### src/dcr_pkg.sv
// Purpose: shared constants and types of the drive communication register bank
// Assumes: one register per request, already split out of the serial frame
// Notes:   offsets are register numbers as they travel on the bus
package dcr_pkg;
   // function codes and exception answers
   localparam logic [7:0]  FC_RD_BITS     = 8'h02;
   localparam logic [7:0]  FC_RD_HOLD     = 8'h03;
   localparam logic [7:0]  FC_RD_INPUT    = 8'h04;
   localparam logic [7:0]  FC_WR_SINGLE   = 8'h06;
   localparam logic [7:0]  EXC_NONE       = 8'h00;
   localparam logic [7:0]  EXC_FUNC       = 8'h01;
   localparam logic [7:0]  EXC_ADDR       = 8'h02;
   localparam logic [7:0]  EXC_VALUE      = 8'h03;
   localparam logic [7:0]  EXC_BUSY       = 8'h06;
   // register offsets
   localparam logic [15:0] OFS_VIRT_IN    = 16'h0019;
   localparam logic [15:0] OFS_TORQUE     = 16'h001A;
   localparam logic [15:0] OFS_SPD_LIMIT  = 16'h001B;
   localparam logic [15:0] OFS_PAR_UPDATE = 16'h0069;
   localparam logic [15:0] OFS_PAR_BASE   = 16'h006A;
   localparam logic [15:0] OFS_TGT_RSVD   = 16'h0472;
   localparam logic [15:0] OFS_STATUS     = 16'h0470;
   localparam logic [15:0] OFS_DETECT     = 16'h0471;
   // bit address of a monitoring bit = register offset * 16 + bit
   localparam logic [11:0] BIT_AREA_HI    = 12'h470;
   localparam logic [11:0] BIT_AREA_HI2   = 12'h471;
   // value limits and update codes
   localparam logic signed [15:0] TORQUE_MIN = -16'sd1000;
   localparam logic signed [15:0] TORQUE_MAX = 16'sd1000;
   localparam logic [15:0] SPD_LIMIT_MAX  = 16'd40000;
   localparam logic [15:0] UPD_NONE       = 16'h0000;
   localparam logic [15:0] UPD_IMAGE      = 16'h0055;
   localparam logic [15:0] UPD_FACTORY    = 16'h00AA;
   localparam logic [7:0]  VIRT_MASK      = 8'hFF;
   // broadcast running-signal word bits
   localparam int BC_FWD    = 10;
   localparam int BC_REV    = 11;
   localparam int BC_RUN    = 12;
   localparam int BC_EXTF   = 13;
   localparam int BC_FRESET = 14;
   // percentage thresholds for the detection word
   localparam logic [7:0]  PCT_BUS_V      = 8'd85;
   localparam logic [7:0]  PCT_CUR_RUN    = 8'd5;
   localparam logic [7:0]  PCT_CUR_STOP   = 8'd10;
   localparam logic [7:0]  PCT_FULL       = 8'd100;
   // reset values
   localparam logic [7:0]  RST_VIRT       = 8'h00;
   localparam logic [15:0] RST_TORQUE     = 16'h0000;
   localparam logic [15:0] RST_SPD_LIMIT  = 16'h0000;

   typedef enum logic [1:0] {UPD_IDLE, UPD_COPY, UPD_FACT} dcr_upd_state_t;

   // drive state flags feeding the status word
   typedef struct packed {
      logic running;
      logic in_service;
      logic zero_speed;
      logic forward;
      logic power_ok;
      logic lockout;
      logic fault;
      logic tuning;
      logic tune_req;
   } dcr_drive_sts_t;

   // measurements and flags feeding the detection word
   typedef struct packed {
      logic [15:0] out_freq;
      logic [15:0] detect_freq;
      logic [15:0] set_freq;
      logic [15:0] fb_freq;
      logic [15:0] band;
      logic [15:0] bus_volt;
      logic [15:0] rated_volt;
      logic [15:0] current;
      logic [15:0] rated_cur;
      logic        speed_arrive;
      logic        over_torque;
      logic        under_volt;
      logic        fault_warn;
   } dcr_detect_in_t;

   // decoded broadcast commands
   typedef struct packed {
      logic forward_command;
      logic reverse_command;
      logic run;
      logic ext_fault;
      logic fault_reset;
   } dcr_bcast_cmd_t;
endpackage

### src/dcr_mem.sv
// Purpose: small parameter memory, one write port and one registered read port
// Assumes: read data appear one edge after the address
// Notes:   array has no reset; each entry is defined only once it has been written
`timescale 1ns/1ps
module dcr_mem #(
   parameter int W = 16,
   parameter int D = 16,
   parameter int A = 4
) (
   input  wire logic         clk,
   input  wire logic         resetn,
   input  wire logic         wr_en,
   input  wire logic [A-1:0] wr_addr,
   input  wire logic [W-1:0] wr_data,
   input  wire logic [A-1:0] rd_addr,
   output logic      [W-1:0] rd_data_r
);
   logic [W-1:0] mem [D];
   logic [W-1:0] rd_nxt;

   always_comb begin
      rd_nxt = mem[rd_addr];
   end

   always_ff @(posedge clk) begin
      if (wr_en) begin
         mem[wr_addr] <= wr_data;
      end
   end

   always_ff @(posedge clk or negedge resetn) begin
      if (!resetn) begin
         rd_data_r <= '0;
      end else begin
         rd_data_r <= rd_nxt;
      end
   end
endmodule

### src/dcr_regs.sv
// Purpose: communication register bank of the drive (setpoints, update, status)
// Assumes: frame engine hands over one register access per request pulse
// Notes:   answer comes one edge after the request; parameter area is write-only
`timescale 1ns/1ps
// Function
// - adopted input = broadcast bit and validity bit, ored with real input
// - broadcast word bit 14 commands fault reset; bit 15 unused
// - virtual input register bits 0..7 drive virtual terminals 0..7; rest reserved
// - effective terminal = virtual bit ored with external terminal level
// - torque setpoint accepts -1000..1000 in 0.1 percent steps
// - speed limit accepts 0..40000 in 0.01 Hz steps
// - bus parameter writes go to image store, not working parameters
// - writing 0x55 copies image store into working parameters
// - writing 0xAA loads factory defaults into working parameters
// - zero means no update; register clears itself after each update
// - status word bits 0..5 show run, service, zero speed, direction, power, lockout
// - status word bit 7 fault, bit 10 tuning, bit 11 tuning requested
// - detection bit 0 freq at/below, bit 1 at/above detection frequency
// - detection bit 2 setpoint and feedback in band, bit 3 speed reached
// - detection bits 5 over-torque, 6 undervoltage, 7 bus above 85 percent
// - detection bit 8 current over 5 percent running, 10 percent stopped
// - detection bit 9 fault warning; bits 10..15 read zero
// - broadcast bits 10 forward, 11 reverse, 12 run, 13 external fault
module dcr_regs
   import dcr_pkg::*;
#(
   parameter int          PAR_DEPTH   = 16,
   parameter int          PAR_AW      = 4,
   parameter logic [15:0] FACTORY_VAL = 16'h0000
) (
   input  wire logic                  core_clk,
   input  wire logic                  resetn,
   input  wire logic                  req_valid,
   input  wire logic [7:0]            req_func,
   input  wire logic [15:0]           req_addr,
   input  wire logic [15:0]           req_wdata,
   output logic                       resp_valid_r,
   output logic      [15:0]           resp_rdata_r,
   output logic      [7:0]            resp_exc_r,
   input  wire logic [15:0]           bcast_word,
   input  wire logic [7:0]            bcast_valid,
   input  wire logic [7:0]            func_in,
   output logic      [7:0]            adopted_in_r,
   output dcr_pkg::dcr_bcast_cmd_t    bcast_cmd_r,
   input  wire logic [7:0]            ext_term,
   output logic      [7:0]            term_in_r,
   output logic      [15:0]           torque_sp_r,
   output logic      [15:0]           spd_limit_r,
   input  wire dcr_pkg::dcr_drive_sts_t drive_sts,
   input  wire dcr_pkg::dcr_detect_in_t det_in,
   input  wire logic [PAR_AW-1:0]     par_rd_addr,
   output logic      [15:0]           par_rd_data_r,
   output logic                       upd_busy
);
   import dcr_pkg::*;

   logic [7:0]            virt_r, virt_nxt;
   logic [15:0]           torque_nxt, spd_nxt;
   logic [15:0]           upd_cmd_r, upd_cmd_nxt;
   logic                  resp_valid_nxt;
   logic [15:0]           resp_rdata_nxt;
   logic [7:0]            resp_exc_nxt;
   dcr_upd_state_t        st_r, st_nxt;
   logic [PAR_AW-1:0]     idx_r, idx_nxt, wr_idx_r, wr_idx_nxt;
   logic                  pend_r, pend_nxt;
   logic                  img_we, work_we;
   logic [PAR_AW-1:0]     img_wa, work_wa;
   logic [15:0]           img_rd, work_wd;
   logic [15:0]           sts_word, det_word;
   logic                  is_wr, in_par;
   logic [15:0]           par_ofs;
   logic [31:0]           bus_lhs, bus_rhs, cur_lhs, cur_rhs;

   assign upd_busy = (st_r != UPD_IDLE);
   assign is_wr    = req_valid && (req_func == FC_WR_SINGLE);
   assign par_ofs  = req_addr - OFS_PAR_BASE;
   assign in_par   = (req_addr >= OFS_PAR_BASE) && (par_ofs < 16'(PAR_DEPTH));

   // monitoring words
   always_comb begin
      sts_word     = '0;
      sts_word[0]  = drive_sts.running;
      sts_word[1]  = drive_sts.in_service;
      sts_word[2]  = drive_sts.zero_speed;
      sts_word[3]  = drive_sts.forward;
      sts_word[4]  = drive_sts.power_ok;
      sts_word[5]  = drive_sts.lockout;
      sts_word[7]  = drive_sts.fault;
      sts_word[10] = drive_sts.tuning;
      sts_word[11] = drive_sts.tune_req;
   end

   // widened products so percentage compares never overflow
   assign bus_lhs = {16'h0000, det_in.bus_volt} * {24'h0, PCT_FULL};
   assign bus_rhs = {16'h0000, det_in.rated_volt} * {24'h0, PCT_BUS_V};
   assign cur_lhs = {16'h0000, det_in.current} * {24'h0, PCT_FULL};
   assign cur_rhs = {16'h0000, det_in.rated_cur}
                  * {24'h0, drive_sts.running ? PCT_CUR_RUN : PCT_CUR_STOP};

   always_comb begin
      det_word    = '0;
      det_word[0] = det_in.out_freq <= det_in.detect_freq;
      det_word[1] = det_in.out_freq >= det_in.detect_freq;
      det_word[2] = ((det_in.set_freq >= det_in.fb_freq)
                     ? (det_in.set_freq - det_in.fb_freq)
                     : (det_in.fb_freq - det_in.set_freq)) <= det_in.band;
      det_word[3] = det_in.speed_arrive;
      det_word[5] = det_in.over_torque;
      det_word[6] = det_in.under_volt;
      det_word[7] = bus_lhs > bus_rhs;
      det_word[8] = cur_lhs > cur_rhs;
      det_word[9] = det_in.fault_warn;
   end

   // request decode and answer
   always_comb begin
      virt_nxt       = virt_r;
      torque_nxt     = torque_sp_r;
      spd_nxt        = spd_limit_r;
      upd_cmd_nxt    = upd_cmd_r;
      resp_valid_nxt = req_valid;
      resp_rdata_nxt = '0;
      resp_exc_nxt   = EXC_NONE;
      img_we         = 1'b0;
      img_wa         = par_ofs[PAR_AW-1:0];
      if (req_valid) begin
         unique case (req_func)
            FC_RD_HOLD: begin
               if (req_addr == OFS_VIRT_IN) begin
                  resp_rdata_nxt = {8'h00, virt_r};
               end else if (req_addr == OFS_TORQUE) begin
                  resp_rdata_nxt = torque_sp_r;
               end else if (req_addr == OFS_SPD_LIMIT) begin
                  resp_rdata_nxt = spd_limit_r;
               end else if (req_addr == OFS_PAR_UPDATE) begin
                  resp_rdata_nxt = upd_cmd_r;
               end else begin
                  resp_exc_nxt = EXC_ADDR;
               end
            end
            FC_RD_INPUT: begin
               if (req_addr == OFS_STATUS) begin
                  resp_rdata_nxt = sts_word;
               end else if (req_addr == OFS_DETECT) begin
                  resp_rdata_nxt = det_word;
               end else begin
                  resp_exc_nxt = EXC_ADDR;
               end
            end
            FC_RD_BITS: begin
               if (req_addr[15:4] == BIT_AREA_HI) begin
                  resp_rdata_nxt = {15'h0, sts_word[req_addr[3:0]]};
               end else if (req_addr[15:4] == BIT_AREA_HI2) begin
                  resp_rdata_nxt = {15'h0, det_word[req_addr[3:0]]};
               end else begin
                  resp_exc_nxt = EXC_ADDR;
               end
            end
            FC_WR_SINGLE: begin
               resp_rdata_nxt = req_wdata;
               if (req_addr == OFS_VIRT_IN) begin
                  virt_nxt = req_wdata[7:0] & VIRT_MASK;
               end else if (req_addr == OFS_TORQUE) begin
                  if ($signed(req_wdata) >= TORQUE_MIN
                      && $signed(req_wdata) <= TORQUE_MAX) begin
                     torque_nxt = req_wdata;
                  end else begin
                     resp_exc_nxt = EXC_VALUE;
                  end
               end else if (req_addr == OFS_SPD_LIMIT) begin
                  if (req_wdata <= SPD_LIMIT_MAX) begin
                     spd_nxt = req_wdata;
                  end else begin
                     resp_exc_nxt = EXC_VALUE;
                  end
               end else if (req_addr == OFS_PAR_UPDATE) begin
                  if (upd_busy) begin
                     resp_exc_nxt = EXC_BUSY;
                  end else begin
                     upd_cmd_nxt = req_wdata;
                  end
               end else if (in_par) begin
                  // image writes are held off while any update runs, copy or factory fill
                  if (upd_busy) begin
                     resp_exc_nxt = EXC_BUSY;
                  end else begin
                     img_we = 1'b1;
                  end
               end else begin
                  resp_exc_nxt = EXC_ADDR;
               end
            end
            default: begin
               resp_exc_nxt = EXC_FUNC;
            end
         endcase
      end
      // update engine finished: the command register returns to zero
      if (upd_busy && st_nxt == UPD_IDLE) begin
         upd_cmd_nxt = UPD_NONE;
      end else if (!upd_busy && upd_cmd_r != UPD_NONE && upd_cmd_r != UPD_IMAGE
                   && upd_cmd_r != UPD_FACTORY && !is_wr) begin
         upd_cmd_nxt = UPD_NONE;
      end
   end

   // update engine: walks every parameter entry, one per edge
   always_comb begin
      st_nxt     = st_r;
      idx_nxt    = idx_r;
      wr_idx_nxt = idx_r;
      pend_nxt   = 1'b0;
      work_we    = 1'b0;
      work_wa    = wr_idx_r;
      work_wd    = img_rd;
      unique case (st_r)
         UPD_IDLE: begin
            idx_nxt = '0;
            if (upd_cmd_r == UPD_IMAGE) begin
               st_nxt = UPD_COPY;
            end else if (upd_cmd_r == UPD_FACTORY) begin
               st_nxt = UPD_FACT;
            end
         end
         UPD_COPY: begin
            // image read lags the address by one edge
            work_we = pend_r;
            if (idx_r == PAR_AW'(PAR_DEPTH - 1) && pend_r && wr_idx_r == idx_r) begin
               st_nxt = UPD_IDLE;
            end else begin
               pend_nxt = 1'b1;
               if (idx_r != PAR_AW'(PAR_DEPTH - 1)) begin
                  idx_nxt = idx_r + PAR_AW'(1);
               end
            end
         end
         UPD_FACT: begin
            work_we = 1'b1;
            work_wa = idx_r;
            work_wd = FACTORY_VAL;
            if (idx_r == PAR_AW'(PAR_DEPTH - 1)) begin
               st_nxt = UPD_IDLE;
            end else begin
               idx_nxt = idx_r + PAR_AW'(1);
            end
         end
      endcase
   end

   always_ff @(posedge core_clk or negedge resetn) begin
      if (!resetn) begin
         virt_r       <= RST_VIRT;
         torque_sp_r  <= RST_TORQUE;
         spd_limit_r  <= RST_SPD_LIMIT;
         upd_cmd_r    <= UPD_NONE;
         resp_valid_r <= 1'b0;
         resp_rdata_r <= '0;
         resp_exc_r   <= EXC_NONE;
         st_r         <= UPD_IDLE;
         idx_r        <= '0;
         wr_idx_r     <= '0;
         pend_r       <= 1'b0;
         adopted_in_r <= '0;
         term_in_r    <= '0;
         bcast_cmd_r  <= '0;
      end else begin
         virt_r       <= virt_nxt;
         torque_sp_r  <= torque_nxt;
         spd_limit_r  <= spd_nxt;
         upd_cmd_r    <= upd_cmd_nxt;
         resp_valid_r <= resp_valid_nxt;
         resp_rdata_r <= resp_rdata_nxt;
         resp_exc_r   <= resp_exc_nxt;
         st_r         <= st_nxt;
         idx_r        <= idx_nxt;
         wr_idx_r     <= wr_idx_nxt;
         pend_r       <= pend_nxt;
         adopted_in_r <= (bcast_word[7:0] & bcast_valid) | func_in;
         term_in_r    <= virt_r | ext_term;
         bcast_cmd_r  <= '{forward_command: bcast_word[BC_FWD],
                           reverse_command: bcast_word[BC_REV],
                           run:             bcast_word[BC_RUN],
                           ext_fault:       bcast_word[BC_EXTF],
                           fault_reset:     bcast_word[BC_FRESET]};
      end
   end

   // image store: written by the bus, read only by the update engine
   dcr_mem #(.W(16), .D(PAR_DEPTH), .A(PAR_AW)) u_image (
      .clk       (core_clk),
      .resetn    (resetn),
      .wr_en     (img_we),
      .wr_addr   (img_wa),
      .wr_data   (req_wdata),
      .rd_addr   (idx_r),
      .rd_data_r (img_rd)
   );

   // working parameters: written only by the update engine
   dcr_mem #(.W(16), .D(PAR_DEPTH), .A(PAR_AW)) u_work (
      .clk       (core_clk),
      .resetn    (resetn),
      .wr_en     (work_we),
      .wr_addr   (work_wa),
      .wr_data   (work_wd),
      .rd_addr   (par_rd_addr),
      .rd_data_r (par_rd_data_r)
   );

   property p_adopt;
      @(posedge core_clk) disable iff (!resetn)
      1'b1 |=> adopted_in_r == (($past(bcast_word[7:0]) & $past(bcast_valid)) | $past(func_in));
   endproperty
   a_adopt: assert property (p_adopt) else $error("adopted input mismatch");

   property p_freset;
      @(posedge core_clk) disable iff (!resetn)
      bcast_word[BC_FRESET] |=> bcast_cmd_r.fault_reset;
   endproperty
   a_freset: assert property (p_freset) else $error("fault reset not decoded");

   property p_term;
      @(posedge core_clk) disable iff (!resetn)
      1'b1 |=> term_in_r == ($past(virt_r) | $past(ext_term));
   endproperty
   a_term: assert property (p_term) else $error("external terminal lost");

   property p_torque_range;
      @(posedge core_clk) disable iff (!resetn)
      is_wr && req_addr == OFS_TORQUE && $signed(req_wdata) > TORQUE_MAX
      |=> $stable(torque_sp_r) && resp_exc_r == EXC_VALUE;
   endproperty
   a_torque_range: assert property (p_torque_range) else $error("torque out of range taken");

   property p_spd_range;
      @(posedge core_clk) disable iff (!resetn)
      is_wr && req_addr == OFS_SPD_LIMIT && req_wdata > SPD_LIMIT_MAX |=> $stable(spd_limit_r);
   endproperty
   a_spd_range: assert property (p_spd_range) else $error("speed limit out of range taken");

   property p_work_only_engine;
      @(posedge core_clk) disable iff (!resetn)
      !upd_busy |-> !work_we;
   endproperty
   a_work_only_engine: assert property (p_work_only_engine) else $error("working write idle");

   property p_upd_done;
      @(posedge core_clk) disable iff (!resetn)
      !upd_busy && (upd_cmd_r == UPD_IMAGE || upd_cmd_r == UPD_FACTORY)
      |=> upd_busy ##[1:40] (upd_cmd_r == UPD_NONE && !upd_busy);
   endproperty
   a_upd_done: assert property (p_upd_done) else $error("update did not finish and clear");

   property p_bad_code;
      @(posedge core_clk) disable iff (!resetn)
      !upd_busy && upd_cmd_r != UPD_NONE && upd_cmd_r != UPD_IMAGE
      && upd_cmd_r != UPD_FACTORY && !is_wr |=> upd_cmd_r == UPD_NONE && !upd_busy;
   endproperty
   a_bad_code: assert property (p_bad_code) else $error("undefined code not dropped");

   property p_det_zero;
      @(posedge core_clk) disable iff (!resetn)
      req_valid && req_func == FC_RD_INPUT && req_addr == OFS_DETECT
      |=> resp_rdata_r[15:10] == 6'h00 && resp_rdata_r[9] == $past(det_in.fault_warn);
   endproperty
   a_det_zero: assert property (p_det_zero) else $error("detection upper bits wrong");
endmodule

### config.mk
export PLATFORM = sky130hd
export DESIGN_NAME = dcr_regs
export DESIGN_NICKNAME = d
export VERILOG_FILES = /design/src/dcr_pkg.sv /design/src/dcr_mem.sv /design/src/dcr_regs.sv
export SDC_FILE = /design/constraint.sdc
export NUM_CORES = 1
export LEC_CHECK = 0
export ABC_CLOCK_PERIOD_IN_PS = 2800
export BUFFER_PORTS_ARGS = -buffer_cell sky130_fd_sc_hd__buf_4
export CORE_UTILIZATION = 35
export DETAILED_ROUTE_END_ITERATION = 10
export HOLD_SLACK_MARGIN = 0.15
export PLACE_DENSITY_LB_ADDON = 0.12
export RECOVER_POWER = 100
export SYNTH_ARGS = -nofsm -noshare
export SYNTH_HDL_FRONTEND = slang
export SYNTH_SLANG_ARGS = --single-unit
### constraint.sdc
create_clock -name core_clk -period 2.8 [get_ports core_clk]
set_input_delay 0.14 -clock core_clk [delete_from_list [all_inputs] [get_ports core_clk]]
set_output_delay 0.14 -clock core_clk [all_outputs]
set_load 0.02 [all_outputs]
==> impl_metrics.json, run 1 <==
{
  "tightestPinTransition_ps": 1530,
  "layout.area.seq_sq_um": 18900,
  "slew_viol_final": 25,
  "dr.pass1.iters": 5,
  "grt_antenna_before_repair": 2,
  "synth-adder-area-share_pct": 14.1,
  "ioPinCount": 339,
  "worstHoldEndpoint": "resp_rdata_r[7]",
  "nets": 4188,
  "top_area_cells_in_the_synthesized_netlist": "sky130_fd_sc_hd__edfxtp_1, sky130_fd_sc_hd__ha_1, sky130_fd_sc_hd__dfrtp_1, sky130_fd_sc_hd__mux4_2, sky130_fd_sc_hd__fa_1",
  "synthDominantCellAreaShare_pct": 43.2,
  "multi_input_area_sq_um": 15800,
  "fmaxAchievable_mhz": 200,
  "drive_gt1_share_pct": 28.1,
  "yosys_most_used_dff": "sky130_fd_sc_hd__edfxtp_1",
  "timing.critical_path.required_ps": 3280,
  "antenna_violating_nets_post_route": 0,
  "cts.path.max_buffers": 3,
  "total_congestion_overflow_after_global_routing": 0,
  "critical_path.reg2reg.startpoint": "idx_r[1]",
  "placed_cells": 4752,
  "max_cap_violations": 1,
  "setup_ws_ps": -2200,
  "synthesized_area_per_cell_sq_um": 13.0,
  "synth.lib_cells_used.distinct": 78,
  "maximum_number_of_pins_on_one_net_before_global_route_repair": 99,
  "outcome": "finished, violations left",
  "start_util_pct": 35.5,
  "crit_fanout": 3,
  "placementRows": 116,
  "synthXorXnorAreaFrac_pct": 1.82,
  "max_slew_margin_pct": -2.17,
  "nFillCells": 9235,
  "routedWlPerCell_um": 20.0,
  "timing.hold.worst.class": "in2reg",
  "final_hold_viol_count": 0,
  "fp.dieH_um": 321,
  "cts-htree-levels": 3,
  "period_share_pct": 179,
  "dr_vias": 25100,
  "tritoncts.num_buffers": 72,
  "clock_sink_count": 652,
  "vdd_drop_max_mv": 0.450,
  "route.detailed.vias_per_inst": 5.03,
  "syn_inst": 2738,
  "grtUsageTotal_pct": 19.4,
  "die_x_um": 321,
  "place_hpwl_um": 70100,
  "crit_path_start": "det_in[39]",
  "setup.worst_path.class": "in2reg",
  "synth.top_cells.by_count": "sky130_fd_sc_hd__edfxtp_1, sky130_fd_sc_hd__inv_1, sky130_fd_sc_hd__ha_1",
  "number_of_flip_flops_and_latches_in_the_synthesized_netlist": 652,
  "clk_latency_ps": 640,
  "critical-path-slowest-cell": "sky130_fd_sc_hd__or4_4",
  "reg2reg_setup_slack_ps": 120,
  "final-instance-count-excl-fill": 4997,
  "syn_area_sq_um": 35600,
  "first_global_vias": 26700,
  "synthArstFlopShare_pct": 21.5,
  "end_kind": "flop",
  "synthMostInstantiatedCell": "sky130_fd_sc_hd__edfxtp_1",
  "grt_setup_unrepaired": "true",
  "power.static_leakage_uw": 0.0191,
  "core-area_sq_um": 100000,
  "tritoncts": "built",
  "dominant_combinational_cell_family_by_area_after_synthesis": "adder cells",
  "setup.worst_path.start_class": "primary input",
  "worstReg2RegEnd": "u_image.rd_data_r[13]",
  "ys.warnings.count": 0,
  "seq_area_frac_synth_pct": 53.0,
  "synth_simple_gate_area_share_pct": 7.64,
  "biggest_area_consumer_among_synthesized_cells": "sky130_fd_sc_hd__edfxtp_1",
  "period_needed_ps": 5000,
  "port_buffers": 330,
  "worst_r2r_path_depth": 7,
  "min_path_cells": 5,
  "drc": 0,
  "muxShareOfSynthArea_pct": 10.2,
  "synth-compound-area-share_pct": 8.74,
  "clockRootBuffer": "sky130_fd_sc_hd__clkbuf_16",
  "clkTransAtPathRegs_ps": 60,
  "fp.dieArea_sq_um": 103000,
  "crit_path_max_incr_delay_ps": 500,
  "timing.final.setup_violations": 25,
  "grt_pass1_wl_um": 153000,
  "flow.area_growth_from_synthesis_pct": 30.3,
  "drt-total-wl_um": 99700,
  "power_density_nw_per_um2": 606,
  "violations": "max-capacitance violations, max-slew violations, negative setup slack",
  "arrival_ps": 5480,
  "power_uw": 28100,
  "largest_clock_skew_in_the_final_design_ps": 39.0,
  "drtIter0Drc": 1412,
  "gp_routability_congestion": 0.879,
  "synth_enable_flop_cells": 512,
  "worstHoldStart": "req_addr[1]"
}
-- state kept, by name, summed over array words and instances (netlist names), 16 cells and up --
name               cells
resp_rdata_r          16
spd_limit_r           16
u_work.rd_data_r      16
u_image.mem          256
upd_cmd_r             16
torque_sp_r           16
u_image.rd_data_r     16
u_work.mem           256
-- cell usage in the layout (no fill, tap or decap), drive strengths merged, types with 113 or more instances in the layout --
cell,instances
dfrtp,140
nand2,170
buf,598
edfxtp,512
a21oi,121
inv,309
nor2,142
clkbuf,263
ha,302
mux4,113
-- metal layers --
metal | GRT usage (%) | vias up | part of all wire (%)
met2 | 33.9 | 617 | 50
met3 | 2.85 | 126 | 4.7
li1 | - | 11800 | -
met5 | 0 | - | 0.013
met1 | 24.8 | 12600 | 43
met4 | 5.46 | 2 | 2.5
-- kinds of logic after synthesis --
kind of cell | count (synthesis)
XOR/XNOR | 74
buffers and inverters | 405
other | 2
AO/OA/AOI/OAI | 461
adder cells (fa/ha/maj) | 364
flip-flops | 652
multiplexers | 220
AND/OR/NAND/NOR | 560
-- area by class of cell --
cell class | count | area share, %
sequential | 652 | 40.7
multi-input combinational | 1686 | 34.0
timing repair buffer | 860 | 13.8
clock buffer | 97 | 4.28
tap | 1357 | 3.66
inverter | 308 | 2.50
clock inverter | 35 | 1.09
antenna | 2 | 0.0108
-- worst max-delay path, delay by kind of cell --
kind,cells,cell delay (ps)
buf+inv,5,500
compound gates,13,1970
xor+xnor,1,170
fa+ha+maj,6,1980
simple gates,2,700
-- repair_timing --
item | 4_1_cts | 5_1_grt
gates resized for setup | 65 | 23
endpoints found under the hold margin | 509 | 0
buffers inserted | 9 | 5
setup endpoints to repair | 4 | 10
gates cloned | 1 | 0
hold buffers | 95 | 0
pin swaps | 53 | 41
-- through the flow --
step | worst slack [ps] | TNS (ps) | utilization, % | hold WS [ps] | instance area [sq um]
floorplan | -2120 | -6790 | - | -156 | 36000
global placement | -3010 | -9920 | 43.1 | -50.3 | 43300
detailed placement | -3030 | -10170 | 43.1 | -48.2 | 43300
CTS | -2100 | -6550 | 47.0 | 158 | 47200
global route | -2400 | -19610 | 46.2 | 201 | 46400
finish | -2200 | -12750 | 46.2 | 204 | 46400
-- power breakdown --
group / leakage, uW / switching [uW] / internal [uW]
clock network: 0.00120 / 3950 / 5890
logic: 0.0115 / 3930 / 3910
registers: 0.00642 / 13.3 / 10400
total: 0.0191 / 7900 / 20200
-- worst max-delay path by stage --
stage / end / slack, ps / cells past startpoint
detailed placement: resp_rdata_r[0] / -3030 / 26
floorplan: resp_rdata_r[8] / -2120 / 28
finish: resp_rdata_r[0] / -2200 / 27
global route: resp_rdata_r[0] / -2400 / 27
global placement: resp_rdata_r[0] / -3010 / 26
CTS: resp_rdata_r[0] / -2100 / 26
Power figures use the tool's default switching activity.
==> run 2: changes to the inputs <==
CORE_UTILIZATION = 43   (was 35)
==> run 2 against run 1 <==
  * The run still ends with max-capacitance violations, max-slew violations, negative setup slack left
  * Cell count down 5.0%
  * Non-clock buffer count up 38
  * Count of clock-buffer cells in the layout shrank 2
  * Register-to-register slack got worse by 160 ps
  * Clock skew rose by 1.3 ps
  * Die area fell by 18%
  * Combinational power increased by 3.1%
  * Core utilization rose by 11 points
  * Global-route usage grew 3.8 points
  * Highest routed layer is now met4
  * Clock power is 5.0% lower
  * Worst hold slack got worse by 10 ps
  * Maximum frequency rose by 2.6%
==> impl_metrics.json, run 2 (synthesized netlist as in run 1, its figures left out) <==
{
  "setup.worst_path.class": "in2reg",
  "dr_vias": 25400,
  "drtIter0Drc": 1706,
  "fp.dieH_um": 290,
  "end_kind": "flop",
  "setup.worst_path.start_class": "primary input",
  "tritoncts.num_buffers": 70,
  "largest_clock_skew_in_the_final_design_ps": 40.3,
  "power_uw": 27900,
  "total_congestion_overflow_after_global_routing": 0,
  "max_cap_violations": 2,
  "timing.critical_path.required_ps": 3280,
  "slew_viol_final": 44,
  "tritoncts": "built",
  "clkTransAtPathRegs_ps": 60,
  "timing.final.setup_violations": 123,
  "critical-path-slowest-cell": "sky130_fd_sc_hd__fa_1",
  "drc": 0,
  "grt_pass1_wl_um": 152000,
  "timing.critical_path.buf_inv": 5,
  "clk_latency_ps": 630,
  "antenna_violating_nets_post_route": 0,
  "outcome": "finished, violations left",
  "grt_setup_unrepaired": "true",
  "power_density_nw_per_um2": 598,
  "violations": "max-capacitance violations, max-slew violations, negative setup slack",
  "period_needed_ps": 4870,
  "port_buffers": 330,
  "ioPinCount": 339,
  "first_global_vias": 27100,
  "die_x_um": 290,
  "gp_routability_congestion": 0.886,
  "grt_antenna_before_repair": 4,
  "power.static_leakage_uw": 0.0193,
  "core-area_sq_um": 82000,
  "grtUsageTotal_pct": 23.1,
  "timing.hold.worst.class": "in2reg",
  "critPathTopFamily": "compound AO/OA/AOI/OAI gates",
  "routedWlPerCell_um": 20.5,
  "route.detailed.vias_per_inst": 5.36,
  "maximum_number_of_pins_on_one_net_before_global_route_repair": 60,
  "place_hpwl_um": 67800,
  "cts-htree-levels": 3,
  "setup_ws_ps": -2070,
  "flow.area_growth_from_synthesis_pct": 30.9,
  "final-instance-count-excl-fill": 4747,
  "placementRows": 105,
  "vdd_drop_max_mv": 0.393,
  "tightestPinTransition_ps": 1590,
  "mostFrequentLayoutCells": "sky130_fd_sc_hd__buf_4, sky130_fd_sc_hd__edfxtp_1, sky130_fd_sc_hd__inv_1",
  "clock_sink_count": 652,
  "clockRootBuffer": "sky130_fd_sc_hd__clkbuf_16",
  "arrival_ps": 5350,
  "crit_path_max_incr_delay_ps": 510,
  "final_hold_viol_count": 0,
  "drt-total-wl_um": 97200,
  "period_share_pct": 174,
  "finalHoldWorstSlack_ps": 193,
  "dr.pass1.iters": 6,
  "fp.dieArea_sq_um": 84000,
  "cts.path.max_buffers": 3,
  "drive_gt1_share_pct": 29.9,
  "finalCoreUtilization_pct": 56.9,
  "nets": 4224,
  "fmaxAchievable_mhz": 205,
  "placed_cells": 4474,
  "crit_fanout": 3,
  "max_slew_margin_pct": -6.22,
  "largestRegisters": "u_image.mem x256, u_work.mem x256",
  "layout_commonest_cell": "sky130_fd_sc_hd__buf_4",
  "nFillCells": 6875,
  "start_util_pct": 43.5
}
## run 2: cell types whose count changed in the layout (fill, tap and decap cells not counted), sizes merged
cell | previous run | this run
diode | 2 | 3
inv | 309 | 311
buf | 598 | 652
clkbuf | 263 | 248
dlygate4sd3 | 95 | 93
bufinv | 9 | 6
clkinvlp | 2 | 3
clkdlybuf4s25 | 1 | 0
## run 2: area by class of cell
type | count | area (sq um) | share of cell area, %
multi-input combinational | 1686 | 16100 | 34.5
tap | 1070 | 1340 | 2.87
clock buffer | 95 | 1930 | 4.14
sequential | 652 | 18900 | 40.5
clock inverter | 35 | 409 | 0.878
timing repair buffer | 898 | 6810 | 14.6
inverter | 308 | 1170 | 2.51
antenna | 3 | 7.51 | 0.0161
## run 2: metal layers
| layer | track usage, % | up-vias | part of all wire (%) | routed length [um] |
|---|---|---|---|---|
| li1 | - | 11900 | - | - |
| met1 | 29.5 | 12700 | 42 | 40800 |
| met2 | 41.5 | 659 | 51 | 49800 |
| met3 | 2.84 | 150 | 4.4 | 4250 |
| met4 | 6.19 | 0 | 2.4 | 2370 |
| met5 | 0 | - | 0 | 0 |
## run 2: final timing paths
check	depth (start not counted)	to	slack (ps)	from
worst min register to register	1	term_in_r[2]	500	virt_r[2]
min in group asynchronous	4	virt_r[1]	1260	resetn
worst min-delay path	2	u_work.rd_data_r[10]	190	par_rd_addr[2]
max in group asynchronous	4	u_work.rd_data_r[1]	340	resetn
worst max register to register	5	u_work.mem[1][14]	-40	idx_r[3]
worst max-delay path	27	resp_rdata_r[0]	-2070	det_in[39]
## run 2: what timing repair did
action	in CTS	in global routing
gates cloned	1	0
pin swaps	69	84
setup buffers	35	12
resized for setup	60	80
endpoints found under the setup margin	4	265
hold buffers	94	0
endpoints found under the hold margin	509	0
## run 2: worst register-to-register path: cells and delay by family (launching register included)
kind	cells	cell delay, ps
buffers and inverters	3	1650
AOI/OAI and AO/OA	1	460
DFF	1	340
and+or+nand+nor	1	100
## run 2: through the flow
step / TNS, ps / setup WS, ps / area [sq um]
2_1_floorplan: -6790 / -2120 / 36000
3_3_place_gp: -9390 / -2740 / 42900
3_5_place_dp: -9820 / -2840 / 42900
4_1_cts: -6460 / -2050 / 46700
5_1_grt: -56360 / -2230 / 46600
6_report: -12580 / -2070 / 46600
## run 2: where the power goes
part	internal [uW]	switching (uW)	leakage, uW
clock network	5460	3890	0.00112
registers	10400	16.3	0.00642
logic	4090	3990	0.0117
total	20000	7900	0.0193
==> run 3: changes to the inputs <==
ABC_CLOCK_PERIOD_IN_PS = 5550   (was 2800)
clock period = 5.55 ns   (was 2.8 ns; I/O delays follow)
==> run 3 against run 2 <==
  * Die area did not move
  * The run ends with max-capacitance violations, max-slew violations left
  * Critical endpoint unchanged
  * Global-route usage fell by 1.2 points
  * First-iteration DRC count rose by 6.2%
  * Highest routed layer is now met5
==> impl_metrics.json, run 3 (synthesized netlist as in run 1, its figures left out) <==
{
  "final_hold_viol_count": 0,
  "drtIter0Drc": 1811,
  "drive_gt1_share_pct": 17.9,
  "start_util_pct": 43.5,
  "slew_viol_final": 361,
  "cts.path.max_buffers": 3,
  "period_share_pct": 93.7,
  "worstReg2RegEnd": "u_image.rd_data_r[11]",
  "layout_commonest_cell": "sky130_fd_sc_hd__edfxtp_1",
  "critPathTopFamily": "compound AO/OA/AOI/OAI gates",
  "maximum_number_of_pins_on_one_net_before_global_route_repair": 78,
  "place_hpwl_um": 63300,
  "fp.dieH_um": 290,
  "grtUsageTotal_pct": 21.9,
  "crit_fanout": 3,
  "clockRootBuffer": "sky130_fd_sc_hd__clkbuf_16",
  "min_path_cells": 5,
  "mostFrequentLayoutCells": "sky130_fd_sc_hd__edfxtp_1, sky130_fd_sc_hd__inv_1, sky130_fd_sc_hd__ha_1",
  "grt_pass1_wl_um": 143000,
  "worstHoldStart": "req_addr[10]",
  "largestRegisters": "u_image.mem x256, u_work.mem x256",
  "finalHoldWorstSlack_ps": 183,
  "dpl_cell_area_sq_um": 39900,
  "total_congestion_overflow_after_global_routing": 0,
  "route.detailed.vias_per_inst": 5.50,
  "power_frac_comb_pct": 24.0,
  "routedWlPerCell_um": 21.1,
  "critical_path.reg2reg.startpoint": "idx_r[1]",
  "setup.worst_path.class": "in2reg",
  "critical-path-slowest-cell": "sky130_fd_sc_hd__fa_1",
  "worstHoldEndpoint": "spd_limit_r[15]",
  "clkTransAtPathRegs_ps": 70,
  "first_global_vias": 24900,
  "arrival_ps": 5720,
  "power.share.switching_pct": 27.9,
  "timing.critical_path.required_ps": 6070,
  "final_non_filler_cell_area_sq_um": 42600,
  "worst_r2r_path_depth": 7,
  "largest_clock_skew_in_the_final_design_ps": 58.3,
  "outcome": "finished, violations left",
  "port_buffers": 330,
  "reg2reg_setup_slack_ps": 620,
  "gp_routability_congestion": 0.884,
  "tritoncts.num_buffers": 72,
  "p_sw_uw": 3740,
  "post_cts_buffers": 0,
  "placementRows": 105,
  "clock_sink_count": 652,
  "core-area_sq_um": 82000,
  "clockPowerShare_pct": 36.7,
  "timing.hold.worst.class": "in2reg",
  "fmaxAchievable_mhz": 192,
  "period_needed_ps": 5200,
  "critical_path_depth": 28,
  "timing.critical_path.buf_inv": 4,
  "end_kind": "flop",
  "crit_path_max_incr_delay_ps": 490,
  "cell_internal_pwr_uw": 9670,
  "tightestPinTransition_ps": 3800,
  "drt-total-wl_um": 92300,
  "ioPinCount": 339,
  "max_cap_violations": 15,
  "totalNegativeSetupSlack_ps": 0,
  "drc": 0,
  "cts-htree-levels": 3,
  "nets": 3847,
  "dr_vias": 24000,
  "flow.area_growth_from_synthesis_pct": 19.6,
  "power.static_leakage_uw": 0.0173,
  "finalCoreUtilization_pct": 52.0,
  "max_slew_margin_pct": -153,
  "vdd_drop_max_mv": 0.230,
  "antenna_violating_nets_post_route": 0,
  "timing.final.setup_violations": 0,
  "setup.worst_path.start_class": "primary input",
  "power_density_nw_per_um2": 315,
  "tritoncts": "built",
  "grt_antenna_before_repair": 3,
  "fp.dieArea_sq_um": 84000,
  "seq_power_share_pct": 39.3,
  "die_x_um": 290,
  "violations": "max-capacitance violations, max-slew violations",
  "clk_latency_ps": 640,
  "dr.pass1.iters": 7
}
==> run 3: worst min-delay path, delay by kind of cell <==
kind	cells	cell delay, ps
buffers and inverters	1	110
AND/OR/NAND/NOR	4	390
==> run 3: power groups by stage <==
| stage | logic [uW] | registers (uW) | clock network, uW |
|---|---|---|---|
| finish | 3210 | 5270 | 4930 |
| global route | 3670 | 5270 | 5220 |
| CTS | 3250 | 5270 | 5030 |
| detailed placement | 3180 | 5370 | 0 |
| global placement | 3110 | 5370 | 0 |
| floorplan | 2100 | 5400 | 0 |
==> run 3: stage by stage <==
stage          setup slack (ps)  cells  power [uW]
2_1_floorplan              33.6   2743        7490
4_1_cts                     181   4369       13500
3_3_place_gp               -453   4161        8480
3_5_place_dp               -490   4161        8550
5_1_grt                   -4.13   4371       14200
6_report                    348   4371       13400
==> run 3: what timing repair did <==
item / 4_1_cts / 5_1_grt
resized for setup: 0 / 7
hold endpoints to repair: 427 / 0
hold buffers: 74 / 0
setup endpoints to repair: 0 / 2
==> run 3: final cells by class <==
class / instances / area, sq um
fill: 7129 / 39400
inverter: 308 / 1160
multi-input combinational: 1686 / 15200
tap: 1070 / 1340
antenna: 2 / 5.00
clock buffer: 90 / 1920
clock inverter: 44 / 568
sequential: 652 / 18900
timing repair buffer: 519 / 3530
==> run 3: metal layers <==
layer / part of all wire, % / track usage, %
met5: 0.014 / 0
met4: 2.4 / 5.66
met3: 4.4 / 2.83
met2: 50 / 38.1
met1: 43 / 29.1
==> run 3: worst max path at each step <==
stage | startpoint | end | slack [ps]
after floorplan | drive_sts[8] | resp_rdata_r[8] | 30
final | det_in[39] | resp_rdata_r[0] | 350
after detailed placement | det_in[39] | resp_rdata_r[0] | -490
after global routing | det_in[39] | resp_rdata_r[0] | -4
after CTS | det_in[39] | resp_rdata_r[0] | 180
after global placement | det_in[39] | resp_rdata_r[0] | -450
